$ cat src/pkg/rwc_pkg.sv
// Shared constants, types and carriers of the disc read/write data channel.
// Assumes one 50 MHz clock, AXI4-Lite register access and pins sampled by rwc_sync.
// Operation
// - Only heads 00 to 18 are selectable.
// - Odd heads left bank, even heads right.
// - Selected head gets centre tap; servo tap always.
// - One servo pulse per interval, 13440 per turn.
// - Encode write data as MFM with precompensation.
// - Write trigger flips coil current per transition.
// - Recovered clock phase-locks to raw read pulses.
// - Separator drops clock pulses, keeps data pulses.
// - Read strobe comes from recovered clock, per bit.
// - Read data and strobe only during read.
// - Head select bit zero picks the bank.
// - Upper head bits decode onto ten taps.
// - Read needs ready, command, amp on, no inoperate.
package rwc_pkg;
  localparam int AXI_ADDR_W = 8;
  localparam int AXI_DATA_W = 32;
  localparam logic [AXI_ADDR_W-1:0] REG_CTRL = 8'h00;
  localparam logic [AXI_ADDR_W-1:0] REG_STATUS = 8'h04;
  localparam logic [AXI_ADDR_W-1:0] REG_SERVO = 8'h08;
  localparam logic [1:0] RESP_OKAY = 2'h0;
  localparam logic [1:0] RESP_SLVERR = 2'h2;
  localparam int HEAD_W = 5;
  localparam int NUM_CT = 10;
  localparam logic [HEAD_W-1:0] HEAD_MAX = 5'h12;
  localparam int CTRL_HEAD_LSB = 0;
  localparam int CTRL_HSEL_EN = 8;
  localparam int CTRL_DEFEAT = 9;
  localparam int CTRL_INOP_CLR = 16;
  localparam int LANE_HEAD = 0;
  localparam int LANE_FLAGS = 1;
  localparam int LANE_CLR = 2;
  localparam int STAT_MODE_LSB = 0;
  localparam int STAT_INOP = 2;
  localparam int STAT_HEAD_OK = 3;
  localparam int STAT_EMPTY = 4;
  localparam int STAT_FULL = 5;
  localparam int CLK_NS = 20;
  localparam int SERVO_INTERVAL_NS = 1240;
  localparam int SERVO_INTERVAL_CYC = SERVO_INTERVAL_NS / CLK_NS;
  localparam int SERVO_PER_REV = 13440;
  localparam int SRV_DIV_W = 6;
  localparam int SRV_CNT_W = 14;
  localparam logic [SRV_DIV_W-1:0] SRV_DIV_LAST = SRV_DIV_W'(SERVO_INTERVAL_CYC - 1);
  localparam logic [SRV_CNT_W-1:0] SRV_CNT_LAST = SRV_CNT_W'(SERVO_PER_REV - 1);
  // The cell counter wraps by overflow, so a cell must stay a power of two in cycles.
  localparam int CELL_NS = 160;
  localparam int CELL_CYC = CELL_NS / CLK_NS;
  localparam int PH_W = 3;
  localparam logic [PH_W-1:0] PH_ZERO = 3'h0;
  localparam logic [PH_W-1:0] PH_HALF = PH_W'(CELL_CYC / 2);
  localparam logic [PH_W-1:0] PH_LAST = PH_W'(CELL_CYC - 1);
  localparam logic [PH_W-1:0] DWIN_LO = 3'h2;
  localparam logic [PH_W-1:0] DWIN_HI = 3'h5;
  localparam logic [PH_W-1:0] PH_HOLD = 3'h0;
  localparam logic [PH_W-1:0] PH_NOM = 3'h1;
  localparam logic [PH_W-1:0] PH_ADV = 3'h2;
  localparam int PRE_W = 2;
  localparam int PRE_EARLY_NS = 20;
  localparam int PRE_NOM_NS = 40;
  localparam int PRE_LATE_NS = 60;
  localparam logic [PRE_W-1:0] PRE_ONE = 2'h1;
  localparam logic [PRE_W-1:0] PRE_EARLY = PRE_W'(PRE_EARLY_NS / CLK_NS);
  localparam logic [PRE_W-1:0] PRE_NOM = PRE_W'(PRE_NOM_NS / CLK_NS);
  localparam logic [PRE_W-1:0] PRE_LATE = PRE_W'(PRE_LATE_NS / CLK_NS);
  localparam int FIFO_DEPTH_DEF = 16;

  typedef enum logic [1:0] {
    RWC_IDLE = 2'b00,
    RWC_READ = 2'b01,
    RWC_WRITE = 2'b10
  } rwc_mode_e;

  typedef struct packed {
    logic write_cmd;
    logic read_cmd;
    logic wr_nrz;
    logic wr_strobe;
  } rwc_ctl_in_s;

  typedef struct packed {
    logic rd_data;
    logic rd_strobe;
    logic servo_pulse;
    logic rev_index;
  } rwc_ctl_out_s;

  typedef struct packed {
    logic [NUM_CT-1:0] ct_sel;
    logic servo_ct;
    logic read_left;
    logic read_right;
    logic write_left;
    logic write_right;
    logic write_coil;
  } rwc_head_s;
endpackage : rwc_pkg

$ cat src/core/rwc_sync.sv
// Three-stage synchroniser for pins that arrive from outside the clock domain.
// Assumes each input level holds for at least three clock cycles.
`timescale 1ns/1ns
`default_nettype none
module rwc_sync #(
  parameter int W = 1
) (
  input wire logic aclk,
  input wire logic aresetn,
  input wire logic [W-1:0] async_in,
  output logic [W-1:0] level_out
);
  import rwc_pkg::*;

  typedef struct packed {
    logic [W-1:0] s1;
    logic [W-1:0] s2;
    logic [W-1:0] s3;
    logic [W-1:0] lvl;
  } rwc_sync_s;

  rwc_sync_s st_reg;
  rwc_sync_s st_next;

  always_comb begin
    st_next = st_reg;
    st_next.s1 = async_in;
    st_next.s2 = st_reg.s1;
    st_next.s3 = st_reg.s2;
    // A bit moves only once the second and third stages agree, so one glitch cannot pass.
    st_next.lvl = (st_reg.s2 & st_reg.s3) | (st_reg.lvl & (st_reg.s2 ^ st_reg.s3));
  end

  always_ff @(posedge aclk) begin
    if (!aresetn) begin
      st_reg <= '0;
    end else begin
      st_reg <= st_next;
    end
  end

  assign level_out = st_reg.lvl;
endmodule : rwc_sync
`default_nettype wire

$ cat src/core/rwc_fifo.sv
// Small first-in first-out buffer with a registered output word.
// Assumes DEPTH is a power of two; both sides use valid and ready on aclk.
`timescale 1ns/1ns
`default_nettype none
module rwc_fifo #(
  parameter int WIDTH = 1,
  parameter int DEPTH = 16
) (
  input wire logic aclk,
  input wire logic aresetn,
  input wire logic in_valid,
  output logic in_ready,
  input wire logic [WIDTH-1:0] in_data,
  output logic out_valid,
  input wire logic out_ready,
  output logic [WIDTH-1:0] out_data
);
  import rwc_pkg::*;
  localparam int AW = $clog2(DEPTH);

  typedef struct packed {
    logic [DEPTH-1:0][WIDTH-1:0] mem;
    logic [AW-1:0] wptr;
    logic [AW-1:0] rptr;
    logic [AW:0] cnt;
    logic ov;
    logic [WIDTH-1:0] od;
  } rwc_fifo_s;

  rwc_fifo_s st_reg;
  rwc_fifo_s st_next;
  logic push;
  logic load;

  assign in_ready = st_reg.cnt != (AW+1)'(DEPTH);
  assign push = in_valid && in_ready;
  // The output word refills as it is taken, so a steady reader sees no bubble.
  assign load = (st_reg.cnt != '0) && (!st_reg.ov || out_ready);

  always_comb begin
    st_next = st_reg;
    if (push) begin
      st_next.mem[st_reg.wptr] = in_data;
      st_next.wptr = st_reg.wptr + 1'b1;
    end
    if (st_reg.ov && out_ready) begin
      st_next.ov = 1'b0;
    end
    if (load) begin
      st_next.od = st_reg.mem[st_reg.rptr];
      st_next.ov = 1'b1;
      st_next.rptr = st_reg.rptr + 1'b1;
    end
    st_next.cnt = st_reg.cnt + (AW+1)'(push) - (AW+1)'(load);
  end

  always_ff @(posedge aclk) begin
    if (!aresetn) begin
      st_reg <= '0;
    end else begin
      st_reg <= st_next;
    end
  end

  assign out_valid = st_reg.ov;
  assign out_data = st_reg.od;
endmodule : rwc_fifo
`default_nettype wire

$ cat src/core/rwc_channel.sv
// Read/write data channel: head select, servo pulses, MFM write encoder and read separator.
// Assumes controller pins and raw read pulses are asynchronous and registers sit on AXI4-Lite.
`timescale 1ns/1ns
`default_nettype none
module rwc_channel #(
  parameter int FIFO_DEPTH = rwc_pkg::FIFO_DEPTH_DEF
) (
  input wire logic aclk,
  input wire logic aresetn,
  input wire logic [rwc_pkg::AXI_ADDR_W-1:0] s_axi_awaddr,
  input wire logic s_axi_awvalid,
  output logic s_axi_awready,
  input wire logic [rwc_pkg::AXI_DATA_W-1:0] s_axi_wdata,
  input wire logic [3:0] s_axi_wstrb,
  input wire logic s_axi_wvalid,
  output logic s_axi_wready,
  output logic [1:0] s_axi_bresp,
  output logic s_axi_bvalid,
  input wire logic s_axi_bready,
  input wire logic [rwc_pkg::AXI_ADDR_W-1:0] s_axi_araddr,
  input wire logic s_axi_arvalid,
  output logic s_axi_arready,
  output logic [rwc_pkg::AXI_DATA_W-1:0] s_axi_rdata,
  output logic [1:0] s_axi_rresp,
  output logic s_axi_rvalid,
  input wire logic s_axi_rready,
  input wire rwc_pkg::rwc_ctl_in_s ctl_in,
  output var rwc_pkg::rwc_ctl_out_s ctl_out,
  input wire logic raw_mfm,
  input wire logic drive_ready,
  input wire logic lin_amp_on,
  output var rwc_pkg::rwc_head_s head_out
);
  import rwc_pkg::*;
  localparam int SYNC_W = 5;
  localparam int SRV_P = SERVO_INTERVAL_CYC;

  typedef struct packed {
    rwc_mode_e mode;
    logic inop;
    logic defeat;
    logic hsel_en;
    logic [HEAD_W-1:0] head_sel;
    logic aw_got;
    logic [AXI_ADDR_W-1:0] aw_addr;
    logic w_got;
    logic [AXI_DATA_W-1:0] wdata;
    logic [3:0] wstrb;
    logic bvalid;
    logic [1:0] bresp;
    logic rvalid;
    logic [AXI_DATA_W-1:0] rdata;
    logic [1:0] rresp;
    logic [SRV_DIV_W-1:0] srv_div;
    logic [SRV_CNT_W-1:0] srv_cnt;
    logic strobe_d;
    logic raw_d;
    logic [PH_W-1:0] ph;
    logic prev;
    logic cur;
    logic nxt;
    logic trig;
    logic [PRE_W-1:0] pend;
    logic data_seen;
    rwc_ctl_out_s ctl;
    rwc_head_s hout;
  } rwc_chan_s;

  rwc_chan_s st_reg;
  rwc_chan_s st_next;
  logic [SYNC_W-1:0] sync_lvl;
  rwc_ctl_in_s cmd;
  logic raw_lvl;
  logic head_ok;
  logic rd_ok;
  logic wr_ok;
  logic strobe_rise;
  logic raw_edge;
  logic tap_en;
  logic [NUM_CT-1:0] tap_onehot;
  logic fifo_in_valid;
  logic fifo_in_ready;
  logic fifo_out_valid;
  logic fifo_out_ready;
  logic [0:0] fifo_out_data;

  rwc_sync #(
    .W(SYNC_W)
  ) u_sync (
    .aclk(aclk),
    .aresetn(aresetn),
    .async_in({raw_mfm, ctl_in}),
    .level_out(sync_lvl)
  );

  assign cmd = rwc_ctl_in_s'(sync_lvl[SYNC_W-2:0]);
  assign raw_lvl = sync_lvl[SYNC_W-1];
  assign strobe_rise = cmd.wr_strobe && !st_reg.strobe_d;
  assign raw_edge = raw_lvl && !st_reg.raw_d;

  assign head_ok = st_reg.hsel_en && (st_reg.head_sel <= HEAD_MAX);
  assign rd_ok = drive_ready && cmd.read_cmd && lin_amp_on && !cmd.write_cmd && !st_reg.inop && head_ok;
  assign wr_ok = drive_ready && cmd.write_cmd && lin_amp_on && !cmd.read_cmd && !st_reg.inop && head_ok;

  // The strobe cannot be held off, so a full buffer drops the bit and raises the inoperate latch.
  assign fifo_in_valid = (st_reg.mode == RWC_WRITE) && strobe_rise;
  assign fifo_out_ready = (st_reg.mode == RWC_WRITE) && (st_reg.ph == PH_LAST);

  rwc_fifo #(
    .WIDTH(1),
    .DEPTH(FIFO_DEPTH)
  ) u_fifo (
    .aclk(aclk),
    .aresetn(aresetn),
    .in_valid(fifo_in_valid),
    .in_ready(fifo_in_ready),
    .in_data(cmd.wr_nrz),
    .out_valid(fifo_out_valid),
    .out_ready(fifo_out_ready),
    .out_data(fifo_out_data)
  );

  assign tap_en = head_ok && !st_reg.defeat && (st_reg.mode != RWC_IDLE);
  for (genvar i = 0; i < NUM_CT; i++) begin : g_ct
    assign tap_onehot[i] = tap_en && (st_reg.head_sel[HEAD_W-1:1] == (HEAD_W-1)'(i));
  end

  always_comb begin
    logic wrap;
    logic [PH_W-1:0] step;
    wrap = 1'b0;
    step = PH_NOM;
    st_next = st_reg;
    st_next.strobe_d = cmd.wr_strobe;
    st_next.raw_d = raw_lvl;

    case (st_reg.mode)
      RWC_IDLE: begin
        if (wr_ok) begin
          st_next.mode = RWC_WRITE;
        end else if (rd_ok) begin
          st_next.mode = RWC_READ;
        end
      end
      RWC_READ: begin
        if (!rd_ok) begin
          st_next.mode = RWC_IDLE;
        end
      end
      RWC_WRITE: begin
        if (!wr_ok) begin
          st_next.mode = RWC_IDLE;
        end
      end
      default: begin
        st_next.mode = RWC_IDLE;
      end
    endcase

    if (st_reg.mode == RWC_WRITE) begin
      st_next.ph = st_reg.ph + PH_NOM;
      if (st_reg.pend != '0) begin
        st_next.pend = st_reg.pend - PRE_ONE;
      end
      if (st_reg.pend == PRE_ONE) begin
        st_next.trig = !st_reg.trig;
      end
      if (st_reg.ph == PH_LAST) begin
        st_next.prev = st_reg.cur;
        st_next.cur = st_reg.nxt;
        // An empty buffer pads zeros so the encoder keeps writing clock transitions.
        st_next.nxt = fifo_out_valid && fifo_out_data[0];
      end
      if (st_reg.ph == PH_ZERO && !st_reg.prev && !st_reg.cur) begin
        st_next.pend = PRE_NOM;
      end
      if (st_reg.ph == PH_HALF && st_reg.cur) begin
        if (st_reg.prev && !st_reg.nxt) begin
          st_next.pend = PRE_LATE;
        end else if (!st_reg.prev && st_reg.nxt) begin
          st_next.pend = PRE_EARLY;
        end else begin
          st_next.pend = PRE_NOM;
        end
      end
    end else if (st_reg.mode == RWC_READ) begin
      if (raw_edge) begin
        if (st_reg.ph >= DWIN_LO && st_reg.ph <= DWIN_HI) begin
          st_next.data_seen = 1'b1;
          step = (st_reg.ph < PH_HALF) ? PH_ADV : ((st_reg.ph > PH_HALF) ? PH_HOLD : PH_NOM);
        end else begin
          step = (st_reg.ph == PH_ZERO) ? PH_NOM : ((st_reg.ph > DWIN_HI) ? PH_ADV : PH_HOLD);
        end
      end
      st_next.ph = st_reg.ph + step;
      wrap = st_next.ph < st_reg.ph;
      if (wrap) begin
        st_next.ctl.rd_data = st_reg.data_seen;
        st_next.data_seen = 1'b0;
      end
    end else begin
      st_next.ph = PH_ZERO;
      st_next.prev = 1'b0;
      st_next.cur = 1'b0;
      st_next.nxt = 1'b0;
      st_next.pend = '0;
      st_next.data_seen = 1'b0;
    end
    if (st_next.mode != RWC_READ) begin
      st_next.ctl.rd_data = 1'b0;
    end
    st_next.ctl.rd_strobe = (st_next.mode == RWC_READ) && (st_next.ph < PH_HALF);

    if (st_reg.srv_div == SRV_DIV_LAST) begin
      st_next.srv_div = '0;
      st_next.ctl.servo_pulse = 1'b1;
      st_next.ctl.rev_index = st_reg.srv_cnt == SRV_CNT_LAST;
      st_next.srv_cnt = (st_reg.srv_cnt == SRV_CNT_LAST) ? '0 : st_reg.srv_cnt + 1'b1;
    end else begin
      st_next.srv_div = st_reg.srv_div + 1'b1;
      st_next.ctl.servo_pulse = 1'b0;
      st_next.ctl.rev_index = 1'b0;
    end

    st_next.hout.ct_sel = tap_onehot;
    st_next.hout.servo_ct = 1'b1;
    st_next.hout.read_left = (st_reg.mode == RWC_READ) && st_reg.head_sel[0];
    st_next.hout.read_right = (st_reg.mode == RWC_READ) && !st_reg.head_sel[0];
    st_next.hout.write_left = (st_reg.mode == RWC_WRITE) && st_reg.head_sel[0];
    st_next.hout.write_right = (st_reg.mode == RWC_WRITE) && !st_reg.head_sel[0];
    st_next.hout.write_coil = st_reg.trig;

    if (s_axi_awvalid && s_axi_awready) begin
      st_next.aw_got = 1'b1;
      st_next.aw_addr = s_axi_awaddr;
    end
    if (s_axi_wvalid && s_axi_wready) begin
      st_next.w_got = 1'b1;
      st_next.wdata = s_axi_wdata;
      st_next.wstrb = s_axi_wstrb;
    end
    if (st_reg.bvalid && s_axi_bready) begin
      st_next.bvalid = 1'b0;
    end
    if (st_reg.aw_got && st_reg.w_got) begin
      st_next.aw_got = 1'b0;
      st_next.w_got = 1'b0;
      st_next.bvalid = 1'b1;
      st_next.bresp = RESP_OKAY;
      case (st_reg.aw_addr)
        REG_CTRL: begin
          if (st_reg.wstrb[LANE_HEAD]) begin
            st_next.head_sel = st_reg.wdata[CTRL_HEAD_LSB +: HEAD_W];
          end
          if (st_reg.wstrb[LANE_FLAGS]) begin
            st_next.hsel_en = st_reg.wdata[CTRL_HSEL_EN];
            st_next.defeat = st_reg.wdata[CTRL_DEFEAT];
          end
          if (st_reg.wstrb[LANE_CLR] && st_reg.wdata[CTRL_INOP_CLR]) begin
            st_next.inop = 1'b0;
          end
        end
        REG_STATUS, REG_SERVO: begin
          st_next.bresp = RESP_OKAY;
        end
        default: begin
          st_next.bresp = RESP_SLVERR;
        end
      endcase
    end
    // Placed after the clear so that a fault in the clearing cycle still latches.
    if ((cmd.read_cmd && cmd.write_cmd) || (fifo_in_valid && !fifo_in_ready)) begin
      st_next.inop = 1'b1;
    end

    if (st_reg.rvalid && s_axi_rready) begin
      st_next.rvalid = 1'b0;
    end
    if (s_axi_arvalid && s_axi_arready) begin
      st_next.rvalid = 1'b1;
      st_next.rresp = RESP_OKAY;
      st_next.rdata = '0;
      case (s_axi_araddr)
        REG_CTRL: begin
          st_next.rdata[CTRL_HEAD_LSB +: HEAD_W] = st_reg.head_sel;
          st_next.rdata[CTRL_HSEL_EN] = st_reg.hsel_en;
          st_next.rdata[CTRL_DEFEAT] = st_reg.defeat;
        end
        REG_STATUS: begin
          st_next.rdata[STAT_MODE_LSB +: 2] = st_reg.mode;
          st_next.rdata[STAT_INOP] = st_reg.inop;
          st_next.rdata[STAT_HEAD_OK] = head_ok;
          st_next.rdata[STAT_EMPTY] = !fifo_out_valid;
          st_next.rdata[STAT_FULL] = !fifo_in_ready;
        end
        REG_SERVO: begin
          st_next.rdata[SRV_CNT_W-1:0] = st_reg.srv_cnt;
        end
        default: begin
          st_next.rresp = RESP_SLVERR;
        end
      endcase
    end
  end

  always_ff @(posedge aclk) begin
    if (!aresetn) begin
      st_reg <= '0;
    end else begin
      st_reg <= st_next;
    end
  end

  assign s_axi_awready = !st_reg.aw_got && !st_reg.bvalid;
  assign s_axi_wready = !st_reg.w_got && !st_reg.bvalid;
  assign s_axi_bvalid = st_reg.bvalid;
  assign s_axi_bresp = st_reg.bresp;
  assign s_axi_arready = !st_reg.rvalid;
  assign s_axi_rvalid = st_reg.rvalid;
  assign s_axi_rdata = st_reg.rdata;
  assign s_axi_rresp = st_reg.rresp;
  assign ctl_out = st_reg.ctl;

  always_comb begin
    head_out = st_reg.hout;
    head_out.servo_ct = 1'b1;
  end
endmodule : rwc_channel
`default_nettype wire

$ cat config.mk
export PLATFORM = sky130hd
export DESIGN_NAME = rwc_channel
export DESIGN_NICKNAME = d
export VERILOG_FILES = /design/src/pkg/rwc_pkg.sv /design/src/core/rwc_sync.sv /design/src/core/rwc_fifo.sv /design/src/core/rwc_channel.sv
export SDC_FILE = /design/constraint.sdc
export NUM_CORES = 1
export LEC_CHECK = 0
export ABC_AREA = 1
export ABC_CLOCK_PERIOD_IN_PS = 3300
export BUFFER_PORTS_ARGS = -buffer_cell sky130_fd_sc_hd__buf_2
export CORE_MARGIN = 1.5
export CORE_UTILIZATION = 50
export DETAILED_ROUTE_END_ITERATION = 6
export GPL_ROUTABILITY_DRIVEN = 1
export MAX_ROUTING_LAYER = met4
export PLACE_DENSITY = 0.75
export SYNTH_ARGS = -nofsm -noshare
export SYNTH_HDL_FRONTEND = slang
export SYNTH_SLANG_ARGS = --single-unit
$ cat constraint.sdc
create_clock -name aclk -period 3.3 [get_ports aclk]
set_input_delay 0.165 -clock aclk [delete_from_list [all_inputs] [get_ports aclk]]
set_output_delay 0.165 -clock aclk [all_outputs]
set_load 0.005 [all_outputs]
; ---- Word level (Yosys, flattened, before mapping)
; Cells that the tools add are included.
[op_classes]
n_eq_ne = 28
bitwise = 6
n_reduce_logical = 101
add_sub_neg = 9
magnitude_cmp = 11
muxes = 55
[op_table]
columns = operator, n
row1 = 1-bit logical AND, 54
row2 = 2-bit two-way mux, 23
row3 = 35-bit two-way mux, 1
row4 = 3-bit two-way mux, 6
row5 = 9-bit two-way mux, 2
row6 = 1-bit zero test, 17
row7 = 16-bit bitwise mux, 1
row8 = "4-bit by 3-bit equality test with 1-bit output, second input constant", 4
row9 = "8-bit by 3-bit equality test with 1-bit output, second input constant", 2
row10 = "8-bit by 4-bit equality test with 1-bit output, second input constant", 2
row11 = 8-bit zero test, 2
row12 = 2-bit nonzero test, 8
row13 = 5-bit case mux with 3 select lines, 1
row14 = 3-bit AND reduction, 5
row15 = "14-bit by 1-bit adder with 14-bit output, second input constant", 1
row16 = "14-bit equality test, second input constant", 1
row17 = 14-bit two-way mux, 1
row18 = 1-bit two-way mux, 11
row19 = 5-bit AND, 2
row20 = "4-bit by 5-bit less-than comparator with 1-bit output, second input constant", 2
row21 = "4-bit by 1-bit adder with 4-bit output, second input constant", 2
row22 = "4-bit by 2-bit equality test with 1-bit output, second input constant", 2
row23 = "4-bit equality test, second input constant", 2
row24 = 8-bit two-way mux, 1
row25 = 42 further kinds, 57
[word_totals]
output_inout_bits = 61
elab_cells = 271
reg_bits = 162
input_bits = 66

; ---- Depth between registers and ports, before layout
; Gate-level depths: netlist of the first run.
[logic_depth]
depth_word = 12
depth_mapped = 16
mapped_depth_nobuf = 16

; ---- Hierarchy
; From an unflattened synthesis of the first run, not the netlist that was laid out.
[unflattened]
cells_unflattened = 985
area_unflattened_um2 = 7280.7
[by_module_without_submodules]
columns = module, seq_area_each_um2, n_inst, area_per_inst_um2, cells_each
row1 = rwc_channel, 2001.9, 1, 4814.6, 663
row2 = rwc_fifo, 620.6, 1, 1745.4, 244
row3 = rwc_sync, 400.4, 1, 720.7, 78

; ---- Least setup slack after synthesis of the first run
; OpenSTA, ideal clock, no wires.
[synth_path]
path_kind = register to register
from = register st_reg[27] (netlist bit)
to = register u_fifo.st_reg[6] (netlist bit)
path_buffers = 0
setup_time_ps = 78
period_less_slack_ps = 2471
path_stages_with_launch = 16
arrival_ps = 2393
path_slack_ps = 829
required_time_ps = 3222
path_cell_list = dfxtp_1 -> ha_1 -> ha_1 -> nand2_2 -> nand2_1 -> nand2_2 -> inv_1 -> ha_1 -> inv_1 -> ha_1 -> inv_1 -> fa_1 -> nor2_1 -> o21ai_0 -> and3_1 -> nor3_1
[synth_via]
elab_chain_len = 5
[synth_lines]
columns = item, line_no
row1 = from (decl), rwc_channel.sv:69  ; rwc_chan_s st_reg;
row2 = from (signal assigned), rwc_channel.sv:310  ; st_reg <= st_next;
row3 = 3-bit equality test, rwc_channel.sv:107  ; assign fifo_out_ready = (st_reg.mode == RWC_WRITE) && (st_reg.ph == PH_LAST);
row4 = 1-bit logical AND, rwc_channel.sv:107
row5 = 1-bit logical OR, rwc_fifo.sv:38  ; assign load = (st_reg.cnt != '0) && (!st_reg.ov || out_ready);
row6 = 1-bit logical AND, rwc_fifo.sv:38
row7 = named net u_fifo.load, rwc_fifo.sv:33  ; logic load;
row8 = 5-bit by 1-bit subtractor with 5-bit output, rwc_fifo.sv:54  ; st_next.cnt = st_reg.cnt + (AW+1)'(push) - (AW+1)'(load);
row9 = to (signal assigned), rwc_fifo.sv:61  ; st_reg <= st_next;
row10 = to (decl), rwc_fifo.sv:30  ; rwc_fifo_s st_reg;
; The timed path passes the listed nets, and every way through them passes these cells.
; A chain may end at the register's enable or synchronous reset.

; ---- Final worst setup path of the first run
; Same ends and word-level chain as after synthesis.

==> results of run 1 <==
what timing repair did:
item / in CTS / in global routing
buffers inserted: 0 / 0
endpoints found under the hold margin: 10 / 0
hold buffers: 10 / 0
final timing paths:
path                                                     from                           end  cells past startpoint  slack [ns]
worst min register to register  u_sync.st_next[12]$_SDFF_PN0_  u_sync.st_next[7]$_SDFF_PN0_                      2        0.41
worst min-delay path                          s_axi_awaddr[4]      st_reg[131]$_SDFFE_PN0P_                      3        0.01
worst max-delay path                    st_reg[27]$_SDFF_PN0_   u_fifo.st_reg[6]$_SDFF_PN0_                     15        0.47
worst max register to register          st_reg[27]$_SDFF_PN0_   u_fifo.st_reg[6]$_SDFF_PN0_                     15        0.47
layer usage:
layer  vias up  global-route usage  wire length [um]
met1      2669               0.279              7060
met3        27              0.0398               644
met2       156               0.325              6350
met5         -                   -                 0
li1       3075                   -                 -
met4         0              0.0809               300
synthesized netlist by cell type, drive strengths merged (2+ instances only):
| cell type | count | area (um2) |
|---|---|---|
| ha | 30 | 375 |
| a21oi | 67 | 335 |
| fa | 2 | 40.0 |
| xor2 | 4 | 35.0 |
| and3 | 3 | 18.8 |
| conb | 2 | 7.51 |
| nor3b | 3 | 22.5 |
| dfxtp | 151 | 3020 |
| o211ai | 2 | 15.0 |
| or2 | 4 | 25.0 |
| nand3b | 2 | 15.0 |
| a31oi | 2 | 12.5 |
| clkinv | 2 | 7.51 |
| o21ai | 49 | 245 |
| nor3 | 21 | 126 |
| inv | 118 | 443 |
| nand2 | 189 | 727 |
| nor2 | 133 | 558 |
| nand4 | 9 | 56.3 |
| nand3 | 79 | 405 |
| buf | 61 | 447 |
| clkbuf | 15 | 56.3 |
area by class of cell:
type | count | area [um2] | area share
flip-flops and latches | 151 | 3020 | 0.378
well taps | 180 | 225 | 0.0282
repair buffers | 91 | 508 | 0.0636
clock inverters | 14 | 205 | 0.0257
multi-input cells | 626 | 3140 | 0.393
clock buffers | 18 | 439 | 0.0550
inverters | 120 | 450 | 0.0564
power by group through the flow:
stage | registers, uW | clock network, uW | logic, uW
floorplan | 2020 | 0 | 454
global placement | 2050 | 0 | 523
detailed placement | 2050 | 0 | 543
CTS | 2010 | 2130 | 559
global route | 2020 | 2220 | 667
finish | 2010 | 2100 | 560
kinds of logic (layout without fill, tap and decap cells):
kind of cell / after synthesis / after routing / share of synthesized area
AO/OA/AOI/OAI: 125 / 125 / 0.0915
AND/OR/NAND/NOR: 443 / 443 / 0.278
buffers and inverters: 196 / 243 / 0.135
XOR/XNOR: 5 / 5 / 0.00622
flip-flops: 151 / 151 / 0.429
other: 2 / 21 / 0.00107
adder cells (fa/ha/maj): 32 / 32 / 0.0590
worst max-delay path: cells and delay by family, from the launching register on:
kind            cells  cell delay (ns)
compound gates      2             0.27
flops               1             0.35
simple gates        5             0.51
buf+inv             3             0.23
fa+ha+maj           5             1.28
stage by stage:
stage	hold slack (ns)	instance area (um2)	total power (uW)	utilization	std cells
detailed placement	0.352	7240	2590	0.524	1158
global route	0.0195	7990	4910	0.578	1200
finish	0.0132	7990	4670	0.578	1200
global placement	0.350	7240	2570	0.524	1158
floorplan	0.263	7110	2470	-	973
CTS	0.00246	7990	4700	0.578	1200
==> impl_metrics.tcl, run 1 <==
set metrics [dict create \
    critical-path-max-stage-delay_ns 0.41 \
    rsz0062_at_grt "false" \
    power_leakage_uw 0.00367 \
    async_flop_share 0 \
    clkPwrFrac 0.449 \
    fin_ws_ns 0.474 \
    largest_register_ffs 62 \
    clock_path_buffers 2 \
    min_period_ns 2.83 \
    final_common_cell "nand2_1" \
    antenna_found_initial 0 \
    synthCells 954 \
    gpl.final_weighted_congestion 0.918 \
    cts.clk_slew.worst_paths_ns 0.06 \
    cts.sinks 151 \
    dr.pass1.iters 5 \
    p_per_area_nw_per_um2 585 \
    cp_slowest_cell "fa_1" \
    status "finished, final reports clean" \
    grt_pass1_wl_mm 24.2 \
    startpoint_type "register" \
    avgRoutedWirePerCell_um 12.0 \
    crit_top_cell "ha_1" \
    p_sw_uw 1180 \
    core-area_um2 13800 \
    final_layout_size_suffix_gt1_frac 0.131 \
    slew-limit-headroom 0.339 \
    crit_type "reg2reg" \
    routed_wl_mm 14.3 \
    cts_resized 0 \
    num_antenna_cells 0 \
    final_cell_mix "nand2_1 (184), dfxtp_1 (151), nor2_1 (128), inv_1 (116), buf_2 (80)" \
    worstPathArrival_ns 3.09 \
    p_int_uw 3490 \
    worstMarginPinSlew_ns 0.990 \
    cts_buffers 17 \
    fin_nets 1105 \
    synth_edf_count 0 \
    finClkSkew_ns 0.00560 \
    cts_tree "done" \
    grt_max_degree 54 \
    hold_viol 0 \
    vias_per_cell 4.94 \
    swShare 0.254 \
    avgSynthCellArea_um2 7.38 \
    hpwl_mm 9.88 \
    routed-via-count 5927 \
    fp.dieH_um 122 \
    htree_levels 4 \
    tns_ns 0 \
    synthFlopType "dfxtp_1" \
    required_ns 3.56 \
    cp_max_fo 8 \
    ant_nets 0 \
    grtUsageTotal 0.212 \
    maxCapViolations 0 \
    setup_violations 0 \
    period_share 0.856 \
    yosysUniqueCellTypes 40 \
    dieArea_um2 14800 \
    grt.overflow.total 0 \
    ys_ff_latch 151 \
    seqPwrFrac 0.431 \
    grt_pass1_vias 5307 \
    cts_root_buffer "clkbuf_16" \
    num_io_pins 127 \
    hold_class "in2reg" \
    area_growth_pct 13.4 \
    power_frac_comb 0.120 \
    peakVddDrop_mv 0.323 \
    cp-end-kind "register" \
    ys_seq_area_frac 0.429 \
    crit_chain "ha_1 -> ha_1 -> nand2_2 -> nand2_1 -> nand2_2 -> inv_1 -> ha_1 -> inv_1 -> ha_1 -> inv_1 -> fa_1 -> nor2_1 -> o21ai_0 -> a21oi_1 -> nor3_1" \
    maxSlewViolCount 0 \
    drc 0 \
    start_util 0.509 \
    die_w_um 122 \
    portBuffers 80 \
    drt_iter0_drc 403 \
    dpl_worst_slack_ns 0.547 \
    synth_warnings 0 \
    row_count 43 \
    n_fill_cell 1288 \
    fmax_ghz 0.354 \
    clkLatencyLatePin_ns 0.42 \
    syn_area_um2 7040 \
]
No activity file was read; power rests on OpenSTA's default activity.
==> run 2, diff against run 1 <==
Settings changed: ABC_CLOCK_PERIOD_IN_PS 3300 to 2950.
Clock period 3.3 ns to 2.95 ns, I/O delays scaled along.
==> run 2 against run 1 <==
First-iteration DRC count is 12% lower. Sequential power up 12%. Non-clock buffer count grew 15. Maximum frequency up 6.1%. Combinational power increased by 14%. Via count down 0.24%. Cell area rose by 1.7%. Critical path depth did not move. Highest routed layer unchanged.
==> impl_metrics.tcl, run 2 (synthesis gave the netlist of run 1 again) <==
set metrics [dict create \
    status "finished, final reports clean" \
    largest_register_ffs 62 \
    cts.clk_slew.worst_paths_ns 0.06 \
    avgRoutedWirePerCell_um 11.7 \
    grtUsageMet2 0.316 \
    grt.busiest_layer "met2" \
    power_frac_comb 0.123 \
    grt.overflow.total 0 \
    tns_ns 0 \
    core-area_um2 13800 \
    hold_class "in2reg" \
    post-cts-setup-buffer-count 0 \
    antenna_found_initial 0 \
    grt_pass1_wl_mm 23.9 \
    maxSlewViolCount 0 \
    final_layout_size_suffix_gt1_frac 0.132 \
    start_util 0.509 \
    die_w_um 122 \
    cp-end-kind "register" \
    finClkSkew_ns 0.00767 \
    routed-via-count 5913 \
    p_sw_uw 1330 \
    worstRegToRegCells 15 \
    portBuffers 80 \
    fin_nets 1120 \
    crit_type "reg2reg" \
    p_per_area_nw_per_um2 639 \
    worstPathArrival_ns 3.02 \
    cts_tree "done" \
    hpwl_mm 9.88 \
    dr.pass1.iters 5 \
    period_share 0.903 \
    row_count 43 \
    clock_path_buffers 2 \
    clkPwrFrac 0.444 \
    htree_levels 4 \
    hold_viol 0 \
    cp_max_fo 8 \
    drt_iter0_drc 356 \
    gpl.final_weighted_congestion 0.936 \
    clkLatencyLatePin_ns 0.43 \
    num_antenna_cells 0 \
    maxCapViolations 0 \
    fmax_ghz 0.375 \
    grt_max_degree 59 \
    rsz0062_at_grt "false" \
    cts_root_buffer "clkbuf_16" \
    required_ns 3.31 \
    seqPwrFrac 0.433 \
    cts_buffers 17 \
    met3_usage 0.0445 \
    final_cells 1214 \
    final_common_cell "nand2_1" \
    routed_wl_mm 14.2 \
    worstHoldPathCells 3 \
    final_cell_mix "nand2_1 (184), dfxtp_1 (150), nor2_1 (128), inv_1 (115), buf_2 (80)" \
    cts.sinks 151 \
    worstMarginPinSlew_ns 0.703 \
    min_period_ns 2.66 \
    fp.dieH_um 122 \
    swShare 0.257 \
    power_leakage_uw 0.00372 \
    area_growth_pct 15.4 \
    setup_violations 0 \
    slew-limit-headroom 0.531 \
    p_int_uw 3860 \
    ant_nets 0 \
    peakVddDrop_mv 0.423 \
    grt_pass1_vias 5248 \
    use_met1 0.268 \
    num_io_pins 127 \
    dieArea_um2 14800 \
    holdWs_ns 0.0253 \
    grtUsageTotal 0.209 \
    startpoint_type "register" \
    vias_per_cell 4.87 \
    drc 0 \
    dp.cells 1160 \
]
-- run 2: final cells by class --
| type | count | area (um2) |
|---|---|---|
| fillers | 1282 | 5700 |
| multi-input cells | 626 | 3140 |
| flip-flops and latches | 151 | 3020 |
| repair buffers | 106 | 653 |
| clock buffers | 20 | 457 |
| inverters | 120 | 450 |
| well taps | 180 | 225 |
| clock inverters | 11 | 173 |
-- run 2: metrics by stage --
step                 util  setup WS, ns  power [uW]  instance area, um2
floorplan               -         0.479        2760                7110
global placement    0.525         0.315        2870                7260
detailed placement  0.525         0.201        2900                7260
CTS                 0.587         0.175        5230                8120
global route        0.588       0.00652        5440                8120
finish              0.588         0.285        5190                8120
-- run 2: path summary, 6_finish.rpt --
path,startpoint,end,slack [ns]
setup / recovery,st_reg[27]$_SDFF_PN0_,u_fifo.st_reg[6]$_SDFF_PN0_,0.29
hold / removal,s_axi_araddr[2],s_axi_rresp[1]$_SDFFE_PN0P_,0.03
setup reg to reg,st_reg[27]$_SDFF_PN0_,u_fifo.st_reg[6]$_SDFF_PN0_,0.29
hold reg to reg,u_sync.st_next[13]$_SDFF_PN0_,u_sync.st_next[8]$_SDFF_PN0_,0.41
-- run 2: what timing repair did --
item                                   CTS  global route
setup endpoints to repair                0             1
endpoints found under the hold margin   23             0
gates resized for setup                  0             3
hold buffers                            23             0
-- run 2: worst max-delay path, cell delays in order (launching register included) --
cell and delay [ns]:
dfxtp_2 0.34, ha_1 0.21, ha_1 0.21, nand2_2 0.10
nand2_1 0.11, nand2_4 0.12, inv_2 0.07, ha_1 0.28
inv_1 0.05, ha_1 0.14, inv_1 0.06, fa_1 0.41
nor2_1 0.12, o21ai_0 0.10, and3_1 0.16, nor3_1 0.11
-- run 2: metal layers --
metal  up-vias  routed length (um)
met4         0                 333
met5         -                   0
li1       3099                   -
met1      2615                7100
met3        28                 669
met2       171                6100
-- run 2: power groups by stage --
stage / combinational (uW) / sequential [uW] / clock, uW
5_1_grt: 746 / 2260 / 2430
2_1_floorplan: 508 / 2250 / 0
4_1_cts: 636 / 2250 / 2350
3_3_place_gp: 585 / 2290 / 0
3_5_place_dp: 606 / 2290 / 0
6_report: 640 / 2250 / 2300
